## config.mk

```make
export PLATFORM = sky130hd
export DESIGN_NAME = sprs_sequencer
export DESIGN_NICKNAME = d
export VERILOG_FILES = /design/src/logic/sprs_pkg.sv /design/src/logic/sprs_stack_pointer.sv /design/src/logic/sprs_sequencer.sv
export SDC_FILE = /design/constraint.sdc
export NUM_CORES = 1
export LEC_CHECK = 0
export ABC_AREA = 0
export ABC_CLOCK_PERIOD_IN_PS = 5080
export BUFFER_PORTS_ARGS = -buffer_cell sky130_fd_sc_hd__buf_2
export CAP_MARGIN = 30
export CELL_PAD_IN_SITES_DETAIL_PLACEMENT = 1
export CELL_PAD_IN_SITES_GLOBAL_PLACEMENT = 1
export CORE_ASPECT_RATIO = 1.25
export CORE_MARGIN = 2
export CORE_UTILIZATION = 40
export CTS_CLUSTER_DIAMETER = 50
export DETAILED_ROUTE_END_ITERATION = 10
export PLACE_DENSITY = 0.9
export SYNTH_ARGS = -nofsm -noshare
export SYNTH_HDL_FRONTEND = slang
export SYNTH_SLANG_ARGS = --single-unit
```

## constraint.sdc

```tcl
create_clock -name i_clock -period 5.08 [get_ports i_clock]
set_input_delay 0.762 -clock i_clock [delete_from_list [all_inputs] [get_ports i_clock]]
set_output_delay 0.762 -clock i_clock [all_outputs]
set_load 0.005 [all_outputs]
```

## src/logic/sprs_pkg.sv

```systemverilog
// Package: constants and state encoding for the stack pointer and return sequencer
package sprs_pkg;

  // ==========================================================================
  // Widths
  // ==========================================================================
  localparam int ADDR_WIDTH = 16;
  localparam int DATA_WIDTH = 8;

  // ==========================================================================
  // Fixed address fields and reset values
  // ==========================================================================
  // Page byte forced onto the upper address lines for every stack access
  localparam logic [7:0] STACK_PAGE = 8'h01;
  // Stack pointer after reset: top of the stack page
  localparam logic [7:0] SP_RESET = 8'hff;
  // Program counter after reset; plain default, reset vectors are outside this block
  localparam logic [15:0] PC_RESET = 16'h0000;
  // Bytes pushed by an interrupt entry and by a subroutine call
  localparam int IRQ_STACK_BYTES = 3;
  localparam int CALL_STACK_BYTES = 2;
  // Bus cycles of a return, start cycle included, next fetch excluded
  localparam int RETURN_CYCLES = 6;

  // ==========================================================================
  // Sequencer states
  // ==========================================================================
  typedef enum logic [3:0] {
    ST_IDLE,
    ST_RET_LOOK,
    ST_RET_DEAD,
    ST_RET_LOW,
    ST_RET_HIGH,
    ST_RET_INC,
    ST_CALL_LOW,
    ST_CALL_DEAD,
    ST_CALL_WHIGH,
    ST_CALL_WLOW,
    ST_CALL_HIGH,
    ST_PUSH_LOOK,
    ST_PUSH_WR,
    ST_PULL_LOOK,
    ST_PULL_DEAD,
    ST_PULL_RD
  } sprs_state_type;

  typedef enum logic [1:0] {
    IRQ_IDLE,
    IRQ_WHIGH,
    IRQ_WLOW,
    IRQ_WSTAT
  } sprs_irq_type;

endpackage

```

## src/logic/sprs_stack_pointer.sv

```systemverilog
// Module: eight-bit self-adjusting stack pointer with the fixed stack page
module sprs_stack_pointer
  import sprs_pkg::*;
(
  input wire logic i_clock,
  input wire logic i_reset,
  input wire logic i_load,
  input wire logic [7:0] i_load_value,
  input wire logic i_inc,
  input wire logic i_dec,
  output logic [7:0] o_value,
  output logic [15:0] o_stack_addr
);

  // ==========================================================================
  // State
  // ==========================================================================
  typedef struct packed {
    logic [7:0] sp;
  } sprs_sp_state_type;

  sprs_sp_state_type state_q;
  sprs_sp_state_type state_d;

  // Load wins; no bound check, so the pointer runs freely through the page
  always_comb
  begin
    state_d = state_q;
    if (i_load)
    begin
      state_d.sp = i_load_value;
    end
    else if (i_inc)
    begin
      state_d.sp = state_q.sp + 8'h01;
    end
    else if (i_dec)
    begin
      state_d.sp = state_q.sp - 8'h01;
    end
  end

  // Register stage
  always_ff @(posedge i_clock)
  begin
    if (i_reset)
    begin
      state_q.sp <= SP_RESET;
    end
    else
    begin
      state_q <= state_d;
    end
  end

  // Page byte is constant, the pointer only ever supplies the low byte
  assign o_value = state_q.sp;
  assign o_stack_addr = {STACK_PAGE, state_q.sp};

endmodule

```

## src/logic/sprs_sequencer.sv

```systemverilog
// Module: bus sequencer for return, call, push, pull and interrupt entry
//
// Contract
// - A return is a one-byte operation: cycle one fetches its opcode and cycle two reads and drops the next byte.
// - Return cycle three puts the stack address out, drops the data and increments the stack pointer.
// - Return cycle four puts the incremented stack address out, loads the low program counter byte and increments again.
// - Return cycle five puts the twice-incremented stack address out and loads the high program counter byte.
// - Return cycle six puts the restored counter out, drops the data and adds one to the counter.
// - Cycle seven fetches the next opcode at the incremented counter, so a return takes six cycles.
// - The stack pointer names the next free location, so a pull increments it first at a cost of one cycle.
// - Every pushed byte decrements the stack pointer and every pulled byte increments it, for program and interrupts alike.
// - The stack pointer is an eight-bit register, so the stack spans at most 256 bytes of one page.
// - Every stack access drives 01 hex on the upper address byte with the pointer on the lower byte.
// - A call uses two bytes of stack and an interrupt entry uses three.
// - The pointer is adjusted without any bound check and wraps around within the stack page.
// - A call saves the address of its own last byte, which the return corrects by adding one.
module sprs_sequencer
  import sprs_pkg::*;
(
  input wire logic i_clock,
  input wire logic i_reset,
  input wire logic i_return_op,
  input wire logic i_call_subroutine_op,
  input wire logic i_push_op,
  input wire logic i_pull_op,
  input wire logic i_irq_entry,
  input wire logic i_sp_load,
  input wire logic [7:0] i_sp_value,
  input wire logic [7:0] i_push_data,
  input wire logic [7:0] i_status_byte,
  input wire logic [7:0] i_rdata,
  output logic [15:0] o_addr,
  output logic o_write,
  output logic [7:0] o_wdata,
  output logic o_opcode_fetch,
  output logic o_busy,
  output logic [15:0] o_pc,
  output logic [7:0] o_sp,
  output logic [7:0] o_pull_data
);

  // ==========================================================================
  // State
  // ==========================================================================
  // Sequencer step, interrupt phase, counter, held target byte, pulled byte
  typedef struct packed {
    sprs_state_type state;
    sprs_irq_type irq;
    logic [15:0] pc;
    logic [7:0] target_low;
    logic [7:0] pull_data;
  } sprs_seq_state_type;

  sprs_seq_state_type state_q;
  sprs_seq_state_type state_d;

  // Stack pointer controls and the page-one stack address
  logic sp_inc;
  logic sp_dec;
  logic sp_load;
  logic [7:0] sp_value;
  logic [15:0] stack_addr;
  // Counter bytes as written onto the stack
  logic [7:0] return_addr_low_byte;
  logic [7:0] return_addr_high_byte;

  // ==========================================================================
  // Stack pointer
  // ==========================================================================
  sprs_stack_pointer u_stack_pointer (
    .i_clock(i_clock),
    .i_reset(i_reset),
    .i_load(sp_load),
    .i_load_value(i_sp_value),
    .i_inc(sp_inc),
    .i_dec(sp_dec),
    .o_value(sp_value),
    .o_stack_addr(stack_addr)
  );

  // Counter halves as they go onto the stack
  assign return_addr_low_byte = state_q.pc[7:0];
  assign return_addr_high_byte = state_q.pc[15:8];

  // ==========================================================================
  // Next state and bus cycle
  // ==========================================================================
  always_comb
  begin
    state_d = state_q;
    o_addr = state_q.pc;
    o_write = 1'b0;
    o_wdata = 8'h00;
    o_opcode_fetch = 1'b0;
    sp_inc = 1'b0;
    sp_dec = 1'b0;
    sp_load = 1'b0;
    unique case (state_q.state)
      // Idle: an opcode fetch at the counter, except during interrupt entry or a pointer load
      ST_IDLE:
      begin
        if (state_q.irq != IRQ_IDLE)
        begin
          // Interrupt entry pushes counter high, counter low, status
          o_addr = stack_addr;
          o_write = 1'b1;
          sp_dec = 1'b1;
          // High byte first, so it lands at the higher address
          unique case (state_q.irq)
            IRQ_WHIGH:
            begin
              o_wdata = return_addr_high_byte;
              state_d.irq = IRQ_WLOW;
            end
            IRQ_WLOW:
            begin
              o_wdata = return_addr_low_byte;
              state_d.irq = IRQ_WSTAT;
            end
            default:
            begin
              o_wdata = i_status_byte;
              state_d.irq = IRQ_IDLE;
            end
          endcase
        end
        else if (i_irq_entry)
        begin
          // Fetch is dropped and the counter held, so entry saves it intact
          state_d.irq = IRQ_WHIGH;
        end
        else if (i_sp_load)
        begin
          sp_load = 1'b1;
        end
        else
        begin
          o_opcode_fetch = 1'b1;
          if (i_return_op)
          begin
            state_d.pc = state_q.pc + 16'h0001;
            state_d.state = ST_RET_LOOK;
          end
          else if (i_call_subroutine_op)
          begin
            state_d.pc = state_q.pc + 16'h0001;
            state_d.state = ST_CALL_LOW;
          end
          else if (i_push_op)
          begin
            state_d.pc = state_q.pc + 16'h0001;
            state_d.state = ST_PUSH_LOOK;
          end
          else if (i_pull_op)
          begin
            state_d.pc = state_q.pc + 16'h0001;
            state_d.state = ST_PULL_LOOK;
          end
        end
      end
      // Look-ahead read of the next program byte, value dropped
      ST_RET_LOOK:
      begin
        state_d.state = ST_RET_DEAD;
      end
      // Dead stack read while the pointer moves to the first full slot
      ST_RET_DEAD:
      begin
        o_addr = stack_addr;
        sp_inc = 1'b1;
        state_d.state = ST_RET_LOW;
      end
      // First full slot holds the low counter byte
      ST_RET_LOW:
      begin
        o_addr = stack_addr;
        state_d.pc[7:0] = i_rdata;
        sp_inc = 1'b1;
        state_d.state = ST_RET_HIGH;
      end
      // Pointer stays on the high byte's slot, which is now free again
      ST_RET_HIGH:
      begin
        o_addr = stack_addr;
        state_d.pc[15:8] = i_rdata;
        state_d.state = ST_RET_INC;
      end
      // Saved counter names the call's last byte, so step past it
      ST_RET_INC:
      begin
        state_d.pc = state_q.pc + 16'h0001;
        state_d.state = ST_IDLE;
      end
      // Call: fetch target low byte and keep it inside
      ST_CALL_LOW:
      begin
        state_d.target_low = i_rdata;
        state_d.pc = state_q.pc + 16'h0001;
        state_d.state = ST_CALL_DEAD;
      end
      // Dead stack read while the target low byte is held
      ST_CALL_DEAD:
      begin
        o_addr = stack_addr;
        state_d.state = ST_CALL_WHIGH;
      end
      // Counter now names the call's last byte; that is what is saved
      ST_CALL_WHIGH:
      begin
        o_addr = stack_addr;
        o_write = 1'b1;
        o_wdata = return_addr_high_byte;
        sp_dec = 1'b1;
        state_d.state = ST_CALL_WLOW;
      end
      // Low byte goes just below the high byte
      ST_CALL_WLOW:
      begin
        o_addr = stack_addr;
        o_write = 1'b1;
        o_wdata = return_addr_low_byte;
        sp_dec = 1'b1;
        state_d.state = ST_CALL_HIGH;
      end
      // Target high byte read last, so only the low byte needs a holding flop
      ST_CALL_HIGH:
      begin
        state_d.pc = {i_rdata, state_q.target_low};
        state_d.state = ST_IDLE;
      end
      // Push: dropped look-ahead, then write at the free slot
      ST_PUSH_LOOK:
      begin
        state_d.state = ST_PUSH_WR;
      end
      // Pointer already names the free slot, so no dead cycle here
      ST_PUSH_WR:
      begin
        o_addr = stack_addr;
        o_write = 1'b1;
        o_wdata = i_push_data;
        sp_dec = 1'b1;
        state_d.state = ST_IDLE;
      end
      // Pull: extra dead cycle because the pointer names a free slot
      ST_PULL_LOOK:
      begin
        state_d.state = ST_PULL_DEAD;
      end
      // Dead read while the pointer steps onto the full slot
      ST_PULL_DEAD:
      begin
        o_addr = stack_addr;
        sp_inc = 1'b1;
        state_d.state = ST_PULL_RD;
      end
      // Byte read at the slot the pointer now names
      ST_PULL_RD:
      begin
        o_addr = stack_addr;
        state_d.pull_data = i_rdata;
        state_d.state = ST_IDLE;
      end
      // Safe landing for a corrupted state word
      default:
      begin
        state_d.state = ST_IDLE;
      end
    endcase
  end

  // ==========================================================================
  // Register stage
  // ==========================================================================
  always_ff @(posedge i_clock)
  begin
    if (i_reset)
    begin
      state_q.state <= ST_IDLE;
      state_q.irq <= IRQ_IDLE;
      state_q.pc <= PC_RESET;
      state_q.target_low <= 8'h00;
      state_q.pull_data <= 8'h00;
    end
    else
    begin
      state_q <= state_d;
    end
  end

  // ==========================================================================
  // Status outputs
  // ==========================================================================
  // Straight from flops, so they stand unchanged between updates
  assign o_busy = (state_q.state != ST_IDLE) || (state_q.irq != IRQ_IDLE);
  assign o_pc = state_q.pc;
  assign o_sp = sp_value;
  assign o_pull_data = state_q.pull_data;

endmodule

```

# Word-level counts from Yosys, hierarchy flattened
# Index checks and enable logic that the tools add are counted.
# totals
elab_cells	88
reg_bits	46
inputBits	40
output_inout_bits	59
# classes
reduce_logical	18
mux	39
add_sub_neg	3
eq_ne	21
# op_table
cell	n
$mux 16	8
$pmux 8 s4	2
$pmux 4 s13	1
$eq 4x4->1 const B	8
$mux 8	4
$pmux 16 s2	1
$mux 4	7
$pmux 8 s3	1
$add 16x1->16 const B	1
$eq 4x3->1 const B	4
$pmux 8 s2	1
$mux 1	10
$reduce_and 5->1	2
$reduce_or 9->1	1
$add 8x1->8 const B	1
$eq 4x2->1 const B	2
$reduce_bool 4->1	2
$sub 8x1->8 const B	1
$ne 2x2->1 const B	3
$reduce_bool 3->1	2
$reduce_or 3->1	2
$ne 5x5->1 const B	1
$eq 4x1->1 const B	1
$logic_not 4->1	1
11 further kinds	14

# Longest topological paths before layout
# depth
ltp_word	9
mapped_depth	11
mapped_depth_nobuf	9

# Cells and area by module
# A second synthesis with hierarchy kept.
# unflattened
cells_unflattened	522
hier_area_um2	4022.6
# modules_own_cells
module	cells_per_inst	area_each_um2	seq_area_each_um2	instances
sprs_sequencer	418	3181.8	760.7	1
sprs_stack_pointer	104	840.8	160.2	1

# Worst setup path after synthesis
# Ideal clock, no wire load.
# synth_timing
path_type	reg-to-reg
startpoint	register state_q[37] (netlist name)
endpoint	register u_stack_pointer.state_q, in the netlist u_stack_pointer.o_value[7]
slack_ns	2.319
setup_time_ns	0.125
required_time_ns	4.955
arrival_time_ns	2.636
synth_period_minus_slack_ns	2.761
stages_incl_launch_ff	12
path_cell_list	dfxtp_1 buf_2 buf_2 or3b_2 o21ai_0 inv_1 ha_1 a211oi_1 o21ai_0 o31ai_1 a21oi_1 nand3b_1
# synth_via
elab_chain_len	5
# synth_lines
element	line	rtl
start: declaration	sprs_sequencer.sv:54	sprs_seq_state_type state_q;
start signal: assignment	sprs_sequencer.sv:287	state_q <= state_d;
$eq 4x4->1 / $eq 4x2->1 (equally long branches)	sprs_sequencer.sv:98	unique case (state_q.state)
$reduce_or 3->1 (no source line)	-	
$mux 1	sprs_sequencer.sv:98	
$mux 8	sprs_stack_pointer.sv:33	else if (i_inc)
$mux 8	sprs_stack_pointer.sv:29	if (i_load)
end signal: assignment	sprs_stack_pointer.sv:52	state_q <= state_d;
end: declaration	sprs_stack_pointer.sv:22	sprs_sp_state_type state_q;
# Parallel ways exist; a longest one is shown, timed or not.
# A chain may end at the register's enable or synchronous reset.

# Worst setup path in the final report
# layout_timing
startpoint	register state_q[37] (netlist name)
endpoint	output o_addr[3]
# layout_via
elab_chain_len	3
# layout_lines
element	line	rtl
$eq 4x3->1 (tied with other cells)	sprs_sequencer.sv:98	
$reduce_or 9->1 (no source line)	-	
$pmux 16 s2 *	sprs_sequencer.sv:98	
end: declaration	sprs_sequencer.sv:32	output logic [15:0] o_addr,
# Every way passes the cells marked *; elsewhere a longest branch is shown, timed or not.

==> results list <==
- Setup violations remaining at the end of the flow were counted as 0.
- Buffers placed on the I/O ports in this run total 98.
* Sequential fraction of the synthesis area: 24.1%
- After floorplanning, the core was divided into 39 placement rows.
- Ant diodes: 0
* Number of filler cells placed in the layout: 1,194
- Reg-to-reg critical path startpoint: state_q[35]
- Worst Skew: 0.00742 ns
- Power spread over the standard cell area amounts to 467 nW/um2.
- Post CTS Setup Buffer Count: 0
- The hold violation count in the final report was 0.
- The Yosys step of the flow raised 0 warnings.
- After detailed routing, the number of remaining DRC violations is 0.
- The setup check on the worst reg-to-reg path leaves a slack of 1.68 ns.
- At the end of routability-driven placement, the weighted congestion stood at a little under 0.9.
* Insertion delay of the later-clocked pin in the worst-skew pair: 0.29 ns
- The critical path goes through nand2_1 -> a31oi_2 -> mux2_2 -> buf_2.
- Subtracting the final worst setup slack from the clock period gives between 3 and 4 ns.
* Path length in cells of the critical path: 4
- Final #Nets: 602
- DR pass1 iterations: 4
- Leaving out fill and tap cells, the most frequent cell in the layout is sky130_fd_sc_hd__buf_2.
- Via count of the first global-routing pass: 4,308
* Reported max-cap violation count: 0
- Post-CTS repair changed the size of 0 cells.
- The total area inside the core boundary comes to 9220 um2.
- In the final timing run, aggregate negative setup slack is 0 ns.
- Starting Density: 41.4%
- Total of flip-flops plus latches after synthesis: 46
* Largest net degree at the start of global routing: 34
- For this design the top-level I/O count stands at just under 100.
- The die covers just over 10,000 um2.
* Async set-or-reset flop fraction in the synthesized netlist: 0%
- Dividing the detail-routed wire length by the instance count gives 19.9 um.
* Post-Synthesis Cell Area: 3820 um2
- Worst path required time: between 4 and 5 ns
- After legalization and detailed placement, the total HPWL measured 10.0 mm.
* Yosys top cell by area: sky130_fd_sc_hd__dfxtp_1
- Broken down by cell family, the worst path's largest delay share belongs to flip-flops.
* RSZ-0062 raised after global routing: false
- Counting both buffers and inverters, the worst setup path holds a total of 1.
- Measured along the y axis, the die boundary spans 113 um.
- Number of nets in the synthesized netlist: 552
- The worst hold path passes through 2 cells.
* Hold Buf Count CTS: 0
- Chip width: 91.4 um
* Largest voltage drop on the vdd net: 0.000304 V
- After clock tree synthesis, the clock-pin slew on the worst setup and hold paths is 0.07 ns.
- STA classifies the critical path endpoint as a primary output.
- The clock passes through at most 2 buffers.
- Wire length of the first global-routing pass: 21.6 mm
- Global routing used 25.7% of the available tracks across all layers.
- The design draws 2.00 mW.
- Synthesis-to-layout area growth: 12.0%
* Static leakage: roughly 1.6 nW
* Overflow after GRT: 0
* Routed via count divided by cell count: 6.09
- The tree built by TritonCTS fans out to 46 sinks.
- The worst setup path is of the register to primary output kind.
- Measured against its own limit, the worst slew margin works out to 29.5%.
- Summing over every cut layer, the via total after detailed routing is 4,108.
- Initial antenna violation count: 0
- Data arrival time at the worst-slack endpoint: roughly 3 ns
- STA classifies the critical path startpoint as a register.
* Tightest Hold Check Type: register to register
- Leading register cell type out of synthesis: sky130_fd_sc_hd__dfxtp_1
* RR Endpoint: u_stack_pointer.o_value[7]
- Maximum net fanout on the critical path: 30
- Once detail routing completed, the nets flagged for antenna violations numbered 0.
- In the synthesized netlist, the number of instances is 500.
* Slew at the pin with the worst max-slew slack: 1.06 ns
* Share of the clock period used by the worst path after layout: about three quarters
- Synthesized area per cell: 7.63 um2
* Top post-synthesis cells by area: sky130_fd_sc_hd__dfxtp_1, sky130_fd_sc_hd__nand2_1, sky130_fd_sc_hd__buf_4, sky130_fd_sc_hd__a21oi_1, sky130_fd_sc_hd__ha_1
- Unique masters post-synth: 76
* Number of CTS-inserted buffers: 5
* Ratio of cells with drive above 1 in the final layout: 24.7%
* H-Tree Level Count: 2
- The run finished with clean final reports.
- For this design, the slowest cell found on the critical path is sky130_fd_sc_hd__dfxtp_1.
- Achievable frequency: roughly 260 MHz
- In this run the most critical hold path is launched from o_pull_data[2].
* Delay contributed by the slowest stage of the critical path: 1.02 ns
- Final max-slew violation count: 0
* Share of the synthesized area in the top cell type: between 20 and 25%
- TritonCTS built the clock tree.
* Number of DRC violations after detailed-routing iteration 0: 372
- Top library cells by usage in the layout, fill and taps aside: sky130_fd_sc_hd__buf_2, sky130_fd_sc_hd__nand2_1, sky130_fd_sc_hd__dfxtp_1, sky130_fd_sc_hd__a21oi_1, sky130_fd_sc_hd__nor2_1
- The worst hold path terminates at o_pull_data[2].
- Total routed wirelength: 13.4 mm
- Number of cells on the worst reg-to-reg path: 9
* Number of enable flip-flop cells after synthesis: 0
- Root buffer selected by CTS: sky130_fd_sc_hd__clkbuf_16
==> worst max-delay path by stage <==
stage	start	to
6_report	state_q[37]	o_addr[3]
5_1_grt	state_q[37]	o_addr[3]
4_1_cts	state_q[37]	o_addr[3]
3_5_place_dp	state_q[37]	o_addr[3]
3_3_place_gp	state_q[37]	o_addr[1]
2_1_floorplan	state_q[37]	u_stack_pointer.o_value[7]
==> worst register-to-register path, stage by stage (launching register included) <==
cell and delay (ns):
sky130_fd_sc_hd__dfxtp_1 0.87, sky130_fd_sc_hd__or3b_2 0.57, sky130_fd_sc_hd__o21ai_0 0.16, sky130_fd_sc_hd__inv_1 0.21
sky130_fd_sc_hd__ha_1 0.33, sky130_fd_sc_hd__a211oi_1 0.31, sky130_fd_sc_hd__o21ai_0 0.24, sky130_fd_sc_hd__o31ai_1 0.33
sky130_fd_sc_hd__a21oi_1 0.12, sky130_fd_sc_hd__nand3b_1 0.15
==> layer usage <==
metal | vias up | wire length, um | GRT usage [%]
met1 | 2019 | 5280 | 29.9
li1 | 1908 | - | -
met5 | - | 0 | 0
met2 | 139 | 6980 | 45.8
met3 | 42 | 633 | 3.40
met4 | 0 | 550 | 13.3
==> Yosys cell counts (2+ instances only) <==
cell type / n
sky130_fd_sc_hd__nand2_1: 73
sky130_fd_sc_hd__dfxtp_1: 46
sky130_fd_sc_hd__a21oi_1: 43
sky130_fd_sc_hd__buf_4: 29
sky130_fd_sc_hd__nor2_1: 27
sky130_fd_sc_hd__o21ai_0: 26
sky130_fd_sc_hd__inv_1: 18
sky130_fd_sc_hd__buf_2: 13
sky130_fd_sc_hd__a22oi_1: 12
sky130_fd_sc_hd__clkbuf_1: 12
sky130_fd_sc_hd__and2_1: 11
sky130_fd_sc_hd__ha_1: 11
sky130_fd_sc_hd__nand3_1: 11
sky130_fd_sc_hd__mux2i_1: 10
sky130_fd_sc_hd__nor3_1: 10
sky130_fd_sc_hd__o221ai_1: 10
sky130_fd_sc_hd__nand2b_1: 9
sky130_fd_sc_hd__mux2_2: 8
sky130_fd_sc_hd__nor2b_1: 8
sky130_fd_sc_hd__o31a_1: 8
sky130_fd_sc_hd__o211ai_1: 6
sky130_fd_sc_hd__a31oi_1: 5
sky130_fd_sc_hd__nand4_1: 5
sky130_fd_sc_hd__o22ai_1: 5
sky130_fd_sc_hd__a32o_1: 4
sky130_fd_sc_hd__o2bb2ai_1: 4
sky130_fd_sc_hd__o32ai_2: 4
sky130_fd_sc_hd__a211oi_1: 3
sky130_fd_sc_hd__a221oi_1: 3
sky130_fd_sc_hd__a2bb2oi_1: 3
sky130_fd_sc_hd__nor3b_1: 3
sky130_fd_sc_hd__o21ai_2: 3
sky130_fd_sc_hd__o32ai_1: 3
sky130_fd_sc_hd__xnor2_1: 3
sky130_fd_sc_hd__xor2_1: 3
sky130_fd_sc_hd__a32oi_1: 2
sky130_fd_sc_hd__and3_1: 2
sky130_fd_sc_hd__nand3b_1: 2
sky130_fd_sc_hd__o21a_1: 2
sky130_fd_sc_hd__o31ai_1: 2
sky130_fd_sc_hd__or2_1: 2
sky130_fd_sc_hd__or4b_1: 2
==> sequential cells by signal, indices dropped and copies added (netlist names) <==
| name | flops |
|---|---|
| o_pc | 16 |
| state_q | 14 |
| o_pull_data | 8 |
| u_stack_pointer.o_value | 8 |
==> area by class of cell <==
type                    count  area (um2)  share of cell area [%]
inverters                  18        67.6                    1.58
well taps                 123         154                    3.60
repair buffers            100         505                    11.8
flip-flops and latches     46         921                    21.5
clock buffers               5         125                    2.93
multi-input cells         379        2480                    58.0
clock inverters             3        21.3                   0.498
==> per-stage QoR <==
stage / util (%) / cells / area, um2 / hold slack (ns) / worst slack [ns]
2_1_floorplan: - / 500 / 3820 / 0.436 / 2.32
3_3_place_gp: 44.8 / 666 / 4130 / 0.438 / 1.81
3_5_place_dp: 44.8 / 666 / 4130 / 0.445 / 1.66
4_1_cts: 46.3 / 674 / 4270 / 0.454 / 1.30
5_1_grt: 46.3 / 674 / 4270 / 0.477 / 1.13
6_report: 46.3 / 674 / 4270 / 0.452 / 1.30
==> report_power, final <==
group          leakage (nW)  internal [mW]  switching, mW
clock                0.0698          0.183          0.152
combinational          1.20          0.494          0.680
sequential            0.373          0.407         0.0826
total                  1.64           1.08          0.914
==> logic make-up after synthesis <==
| family | count (synthesis) | share of synthesized area (%) |
|---|---|---|
| fa+ha+maj | 13 | 4.39 |
| xor+xnor | 6 | 1.38 |
| mux | 18 | 4.98 |
| compound gates | 163 | 30.7 |
| simple gates | 179 | 23.6 |
| buf+inv | 75 | 10.9 |
| flops | 46 | 24.1 |
Note: power is estimated with default switching activity, not from simulation.
